[src/hw/irq_output_consts.vh]
// Constants for the interrupt output controller
`ifndef IRQ_OUTPUT_CONSTS_VH
`define IRQ_OUTPUT_CONSTS_VH
`define CHIP_IDENTITY_REVISION_OFFSET      8'h50
`define IRQ_CFG_OFFSET     8'h54
`define SOURCE_STATUS_BITS_OFFSET     8'h58
`define INT_EN_OFFSET      8'h5c
`define CFG_DEAS_MSB       31
`define CFG_DEAS_LSB       24
`define CFG_RESTART_BIT    14
`define CFG_ACTIVE_BIT     13
`define CFG_MASTER_BIT     12
`define CFG_ENABLE_BIT     8
`define CFG_POL_BIT        4
`define CFG_TYPE_BIT       0
`define PME_SRC_BIT        17
`define CFG_RESET          32'h00000000
`define CHIP_ID_DEFAULT    16'h5a5a
`define CHIP_REV_DEFAULT   16'h00a1
`define CLK_HZ             25000000
`define TICK_TIME_US       10
`define TICK_CYCLES        ((`CLK_HZ / 1000000) * `TICK_TIME_US)
`endif

[src/hw/tick_divider.v]
// Divider making a one-cycle enable every deassertion tick
`timescale 1ns/1ps
`default_nettype none
module tick_divider #(
  parameter integer CYCLES = 250
) (
  input  wire clk_in,
  input  wire rst_n_in,
  input  wire restart_in,
  output wire tick_out
);
  reg [15:0] count_q;
  wire [15:0] last_c = CYCLES[15:0] - 16'h0001;
  assign tick_out = (count_q == last_c) & ~restart_in;
  always @(posedge clk_in or negedge rst_n_in) begin
    if (!rst_n_in) begin
      count_q <= 16'h0000;
    end else if (restart_in || count_q == last_c) begin
      count_q <= 16'h0000;
    end else begin
      count_q <= count_q + 16'h0001;
    end
  end
endmodule // tick_divider
`default_nettype wire

[src/hw/irq_output_controller.v]
// Interrupt output controller with deassertion interval
// Behaviour
// RULE1 - Read-only identity: design id high, revision low
// RULE2 - Bits 31:24 set interval in 10 us
// RULE3 - Writing zero disables, resets, releases pending
// RULE4 - New nonzero interval applies to later interrupts
// RULE5 - Power event interrupt bypasses the interval
// RULE6 - Bit 14 restarts interval, self-clears
// RULE7 - Bit 13 shows interval in progress
// RULE8 - Bit 12 shows combined enabled interrupt line
// RULE9 - Bit 8 gates pin, status unaffected
// RULE10 - Bit 4 polarity, push-pull only
// RULE11 - Bit 0 selects open-drain or push-pull
// RULE12 - Write one clears status bits
// RULE13 - Interval starts when output falls, ticks counted
`include "irq_output_consts.vh"
`timescale 1ns/1ps
`default_nettype none
module irq_output_controller #(
  parameter [15:0] CHIP_ID  = `CHIP_ID_DEFAULT,  // Arbitrary value
  parameter [15:0] CHIP_REV = `CHIP_REV_DEFAULT, // Arbitrary value
  parameter integer TICK_CYCLES = `TICK_CYCLES
) (
  input  wire        clk_in,
  input  wire        rst_n_in,
  input  wire [7:0]  addr_in,
  input  wire        wr_in,
  input  wire        rd_in,
  input  wire [31:0] wdata_in,
  output reg  [31:0] rdata_out,
  input  wire [31:0] source_set_in,
  output wire        irq_out,
  output wire        irq_oe_n_out
);
  reg  [31:0] source_status_bits_q;
  reg  [31:0] enable_q;
  reg  [7:0]  deassert_interval_q;
  reg         irq_enable_q;
  reg         interrupt_pin_polarity_q;
  reg         push_pull_q;
  reg         deassert_interval_active_q;
  reg  [7:0]  tick_count_q;
  reg         asserted_q;
  reg         pin_q;
  reg         oe_n_q;
  reg         pin_d;
  reg         oe_n_d;
  wire [31:0] source_status_bits_d;
  wire [3:0]  sel_c;

  // Interval engine states
  localparam [0:0] IV_OPEN = 1'b0;
  localparam [0:0] IV_HOLD = 1'b1;

  // Register select codes, one-hot except SEL_NONE, which is all zero
  localparam [3:0] SEL_NONE = 4'h0;
  localparam [3:0] SEL_ID   = 4'h1;
  localparam [3:0] SEL_CFG  = 4'h2;
  localparam [3:0] SEL_STS  = 4'h4;
  localparam [3:0] SEL_EN   = 4'h8;

  // Shared by the write strobes and the read mux so both agree
  function [3:0] reg_sel;
    input [7:0] addr;
    begin
      case (addr)
        `CHIP_IDENTITY_REVISION_OFFSET:  reg_sel = SEL_ID;
        `IRQ_CFG_OFFSET: reg_sel = SEL_CFG;
        `SOURCE_STATUS_BITS_OFFSET: reg_sel = SEL_STS;
        `INT_EN_OFFSET:  reg_sel = SEL_EN;
        default:         reg_sel = SEL_NONE;
      endcase
    end
  endfunction

  // Readback image; the restart bit is write-only and reads zero
  function [31:0] cfg_word;
    input [7:0] interval;
    input       active;
    input       line;
    input       enable;
    input       polarity;
    input       pushpull;
    begin
      cfg_word = `CFG_RESET;
      cfg_word[`CFG_DEAS_MSB:`CFG_DEAS_LSB] = interval;
      cfg_word[`CFG_ACTIVE_BIT] = active;
      cfg_word[`CFG_MASTER_BIT] = line;
      cfg_word[`CFG_ENABLE_BIT] = enable;
      cfg_word[`CFG_POL_BIT] = polarity;
      cfg_word[`CFG_TYPE_BIT] = pushpull;
    end
  endfunction

  assign sel_c = reg_sel(addr_in);
  wire wr_cfg = wr_in & (sel_c == SEL_CFG);
  wire wr_sts = wr_in & (sel_c == SEL_STS);
  wire wr_en  = wr_in & (sel_c == SEL_EN);
  wire [7:0] new_deas = wdata_in[`CFG_DEAS_MSB:`CFG_DEAS_LSB];
  wire restart = wr_cfg & wdata_in[`CFG_RESTART_BIT]; // see RULE6
  wire deas_off = wr_cfg & (new_deas == 8'h00); // see RULE3

  wire [31:0] active_src = source_status_bits_q & enable_q;
  wire master = |active_src; // see RULE8
  wire pme_active = active_src[`PME_SRC_BIT];
  // Power event reaches the pin even while withheld
  wire held_ok = master & ~deassert_interval_active_q;
  wire want = irq_enable_q & (held_ok | pme_active); // see RULE5 RULE9
  wire tick;
  // Falling output opens a new interval only when one is programmed
  wire fell_c = asserted_q & ~want & (deassert_interval_q != 8'h00);
  wire last_tick_c = (tick_count_q + 8'h01) >= deassert_interval_q;

  // Per-bit acknowledge; a new event in the clearing cycle wins
  genvar g;
  generate
    for (g = 0; g < 32; g = g + 1) begin : g_status
      assign source_status_bits_d[g] = source_set_in[g] |
        (source_status_bits_q[g] & ~(wr_sts & wdata_in[g])); // see RULE12
    end
  endgenerate

  tick_divider #(
    .CYCLES (TICK_CYCLES)
  ) u_tick (
    .clk_in     (clk_in),
    .rst_n_in   (rst_n_in),
    .restart_in (restart | ~deassert_interval_active_q),
    .tick_out   (tick)
  );

  // Sticky status, set beats clear
  always @(posedge clk_in or negedge rst_n_in) begin
    if (!rst_n_in) begin
      source_status_bits_q <= 32'h00000000;
      enable_q <= 32'h00000000;
    end else begin
      source_status_bits_q <= source_status_bits_d;
      if (wr_en) begin
        enable_q <= wdata_in;
      end
    end
  end

  always @(posedge clk_in or negedge rst_n_in) begin
    if (!rst_n_in) begin
      deassert_interval_q <= 8'h00;
      irq_enable_q <= 1'b0;
      interrupt_pin_polarity_q <= 1'b0;
      push_pull_q <= 1'b0;
    end else if (wr_cfg) begin
      deassert_interval_q <= new_deas; // see RULE2 RULE4
      irq_enable_q <= wdata_in[`CFG_ENABLE_BIT];
      interrupt_pin_polarity_q <= wdata_in[`CFG_POL_BIT];
      push_pull_q <= wdata_in[`CFG_TYPE_BIT];
    end
  end

  // Interval engine; length read live so later writes take effect
  always @(posedge clk_in or negedge rst_n_in) begin
    if (!rst_n_in) begin
      deassert_interval_active_q <= 1'b0;
      tick_count_q <= 8'h00;
      asserted_q <= 1'b0;
    end else begin
      asserted_q <= want;
      if (deas_off) begin
        deassert_interval_active_q <= IV_OPEN; // see RULE3
        tick_count_q <= 8'h00;
      end else if (restart) begin
        deassert_interval_active_q <= IV_HOLD; // see RULE6
        tick_count_q <= 8'h00;
      end else if (fell_c) begin
        deassert_interval_active_q <= IV_HOLD; // see RULE13
        tick_count_q <= 8'h00;
      end else begin
        case (deassert_interval_active_q)
          IV_OPEN: begin
            tick_count_q <= 8'h00;
          end
          IV_HOLD: begin
            if (tick && last_tick_c) begin
              deassert_interval_active_q <= IV_OPEN; // see RULE13
              tick_count_q <= 8'h00;
            end else if (tick) begin
              tick_count_q <= tick_count_q + 8'h01;
            end
          end
          default: begin
            deassert_interval_active_q <= IV_OPEN;
            tick_count_q <= 8'h00;
          end
        endcase
      end
    end
  end

  // Pin drive; open-drain always active low and released when idle
  always @* begin
    pin_d = 1'b1;
    oe_n_d = 1'b1;
    if (push_pull_q) begin
      pin_d = want ~^ interrupt_pin_polarity_q; // see RULE10
      oe_n_d = 1'b0;
    end else begin
      pin_d = 1'b0; // see RULE11
      oe_n_d = ~want;
    end
  end

  // Registered so the pin never glitches on decode hazards
  always @(posedge clk_in or negedge rst_n_in) begin
    if (!rst_n_in) begin
      pin_q <= 1'b1;
      oe_n_q <= 1'b1;
    end else begin
      pin_q <= pin_d;
      oe_n_q <= oe_n_d;
    end
  end
  assign irq_out = pin_q;
  assign irq_oe_n_out = oe_n_q;

  always @(posedge clk_in or negedge rst_n_in) begin
    if (!rst_n_in) begin
      rdata_out <= 32'h00000000;
    end else if (rd_in) begin
      case (sel_c)
        SEL_ID: begin
          rdata_out <= {CHIP_ID, CHIP_REV}; // see RULE1
        end
        SEL_CFG: begin
          rdata_out <= cfg_word(deassert_interval_q,
            deassert_interval_active_q, master, irq_enable_q,
            interrupt_pin_polarity_q, push_pull_q); // see RULE7
        end
        SEL_STS: begin
          rdata_out <= source_status_bits_q;
        end
        SEL_EN: begin
          rdata_out <= enable_q;
        end
        default: begin
          rdata_out <= 32'h00000000;
        end
      endcase
    end
  end
endmodule // irq_output_controller
`default_nettype wire

[config.mk]
export PLATFORM = sky130hd
export DESIGN_NAME = irq_output_controller
export DESIGN_NICKNAME = d
export VERILOG_FILES = /design/src/hw/tick_divider.v /design/src/hw/irq_output_controller.v
export VERILOG_INCLUDE_DIRS = /design/src /design/src/hw
export SDC_FILE = /design/constraint.sdc
export NUM_CORES = 1
export LEC_CHECK = 0
export ABC_CLOCK_PERIOD_IN_PS = 5400
export BUFFER_PORTS_ARGS = -buffer_cell sky130_fd_sc_hd__buf_2
export CORE_MARGIN = 2
export CORE_UTILIZATION = 40
export CTS_BUF_LIST = sky130_fd_sc_hd__clkbuf_8
export DETAILED_ROUTE_END_ITERATION = 8
export SLEW_MARGIN = 40
export SYNTH_ARGS = -nofsm -noshare
export SYNTH_HDL_FRONTEND = slang
export SYNTH_SLANG_ARGS = --single-unit
[constraint.sdc]
create_clock -name clk_in -period 5.4 [get_ports clk_in]
set_input_delay 0.27 -clock clk_in [delete_from_list [all_inputs] [get_ports clk_in]]
set_output_delay 0.27 -clock clk_in [all_outputs]
set_load 0.01 [all_outputs]
==> metrics.txt <==
min Tclk post-route roughly 3200 ps; Residual DRC 0; pin count of the biggest net entering global routing 86; CTS sink cnt approximately 140; std cell rows 45; Core Area roughly 0.015 mm²; Fmax 0.317 GHz; via count around 5k; worst hold-check path type input port to flop; post-synth top area share a little over half; Post-Syn Area per Cell between 10 and 15 µm²; outcome complete, no violations; Post-CTS Setup Repair Bufs 0; hold_ws approximately 29 ps; Fin Clk Skew 9.83 ps; total power 2.35 mW; die area between 0.015 and 0.02 mm²; CP startpoint kind flop; r2r endpoint tick_count_q[2]; worst reg2reg startpoint tick_count_q[0]; initial antenna violation count 1; total of max-cap violations 0; clock slew at reported path FFs approximately 80 ps; Mapped Area about 0.0063 mm²; post-synth top area cell dfrtp_1; worst endpoint required time slightly below 6000 ps; CP Max Fanout 8; 1st-iter DRT viols around 280; min-delay src source_set_in[6]; Worst-Skew Late Latency about 450 ps; GPL Wtd Cong between 0.8 and 0.9; cts bufs inserted 17; area of placed instances ~0.007 mm²; Seq/Total Area, Yosys around 53%; Slew Viols, Final 0; final core occ 51.2%; post-route ant nets 0; fin cells ~960; Worst Hold Path EP source_status_bits_q[6]; Initial Utilization between 40% and 50%; Die Width between 100 and 150 µm; number of synthesized flops with an enable pin 0; finished layout cell area between 0.007 and 0.008 mm²; Port Buffers 109; Hold Vio Cnt, Final 0; H-tree levels 4; Critical Path Sink Type flop; Area growth syn-to-layout 24.0%; Crit Path Category flop to flop; Routed Wire Length 16.5 mm; Synth Flop Type dfrtp_1; Syn. warnings 0; flops & latches, synth around 140; Synth cell types 48; reg-to-reg slack, setup roughly 2200 ps; cells taking the most area after synthesis dfrtp_1 53%, mux2_2 6.8%, nand2_1 4.6%; Final WS setup between 2000 and 2500 ps; total gr overflow 0; number of global-route vias before repair around 5.1k; Max IR drop VDD about 0.00024 V; Post-CTS Resized 0; Pleak 3.58 nW; fraction of layout cells with a size suffix above 1 26.0%; worst reg-to-reg path cell count 11; placed cell count approximately 900; dpl ws roughly 2300 ps; Synth async-reset ratio 100%; first-pass GRT wire length about 26 mm; All-Layer GR Usage around a fifth; CP arrival roughly 3500 ps; Worst Tran Pin Value around 750 ps; Tcrit/Tclk final 58.4%; CTS root buffer clkbuf_8; CTS tree done; final setup vio count 0; syn_nets 686; I/O Pins 110; HPWL Detailed 11.5 mm; Max clock buf depth 2; cell area power density between 200 and 300 mW/mm²; synthesized instance count about 600; total negative slack 0 ps; vias per cell between 5 and 6; normalized max-slew margin a little under 50%; hold path cells 2; Final nets a little over 800; Die Span Y between 100 and 150 µm; WL/cell roughly 17 µm; RSZ-0062 raised after global routing false; 1st-pass router iterations 4
-- area by class of cell --
type / count / area (µm²)
fillers: 1383 / 7470
inverters: 45 / 169
multi-input cells: 390 / 2650
clock inverters: 13 / 225
flip-flops and latches: 135 / 3380
clock buffers: 19 / 262
diodes: 1 / 2.50
well taps: 211 / 264
repair buffers: 143 / 890
-- cell families after synthesis --
logic type               count (synthesis)  share of synthesized area (%)
AO/OA/AOI/OAI                          140                           15.4
XOR/XNOR                                16                           2.22
adder cells (fa/ha/maj)                 11                           2.18
buffers and inverters                   74                           4.63
flip-flops                             135                           53.4
multiplexers                            54                           9.32
AND/OR/NAND/NOR                        169                           12.8
-- cells in the mapped netlist, types with 3 or more instances --
| master | number |
|---|---|
| or2_2 | 4 |
| a21oi_1 | 5 |
| o21ai_0 | 27 |
| o211ai_1 | 5 |
| and4_1 | 3 |
| o22ai_1 | 21 |
| inv_1 | 45 |
| nor3_1 | 4 |
| nand3_1 | 11 |
| nor4_1 | 4 |
| ha_1 | 11 |
| nor2b_1 | 5 |
| and2_1 | 3 |
| o21a_1 | 3 |
| nand2_1 | 77 |
| mux2_2 | 38 |
| nand2b_1 | 3 |
| o2111ai_1 | 11 |
| xnor2_1 | 10 |
| mux2i_1 | 15 |
| clkbuf_1 | 17 |
| and3_1 | 3 |
| a22oi_1 | 27 |
| nand4_1 | 10 |
| nor2_1 | 33 |
| buf_2 | 9 |
| xor2_1 | 6 |
| dfrtp_1 | 133 |
| a21o_1 | 33 |
-- routing by layer --
metal  vias to the layer above  wire length [µm]  GRT usage, %  share of wire [%]
met4                         0               261          6.70                1.6
met5                         -                 0             0                  0
met3                        19               833          5.58                5.0
met2                       117              7930          33.9                 48
li1                       2381                 -             -                  -
met1                      2497              7480          25.5                 45
-- how the worst max path moves through the flow --
stage | startpoint | to | slack (ps) | cells past startpoint
5_1_grt | tick_count_q[0] | tick_count_q[2] | 2000 | 11
2_1_floorplan | tick_count_q[0] | tick_count_q[2] | 2780 | 11
4_1_cts | tick_count_q[0] | tick_count_q[2] | 2220 | 11
6_report | tick_count_q[0] | tick_count_q[2] | 2250 | 11
3_3_place_gp | tick_count_q[0] | tick_count_q[5] | 2470 | 11
3_5_place_dp | tick_count_q[0] | tick_count_q[4] | 2300 | 11
-- flip-flops by register name, summed over array words and instances (netlist names), 8 cells and up --
register / count
source_status_bits_q: 32
u_tick.count_q: 16
tick_count_q: 8
deassert_interval_q: 8
rdata_out: 32
enable_q: 32
-- where the power goes --
group	leakage (nW)	switching, mW	internal (mW)
combinational	1.70	0.123	0.102
clock	0.240	0.404	0.619
sequential	1.65	0.0458	1.06
total	3.58	0.573	1.78
-- placed cells by master, fill, tap and decap left out, types with 15 or more instances in the layout --
master	instances
a21o_1	33
a22oi_1	27
buf_2	106
clkbuf_8	20
dfrtp_1	133
dlygate4sd3_1	30
inv_1	46
mux2_2	38
mux2i_1	15
nand2_1	77
nor2_1	33
o21ai_0	27
o22ai_1	21
-- worst max-delay path: stages (launching register included) --
cell and delay, ps:
dfrtp_1 420, ha_1 210, nand3_1 120, nor2_1 140, xor2_1 240, ha_1 310
a21o_1 160, a2111oi_0 430, o31ai_1 170, nor3_2 460, o21ai_0 220, a21oi_1 190
-- timing repair --
| item | CTS | global route |
|---|---|---|
| endpoints found under the hold margin | 111 | 0 |
| setup endpoints to repair | 0 | 0 |
| hold buffers | 30 | 0 |
(Power assumes the default switching activity.)
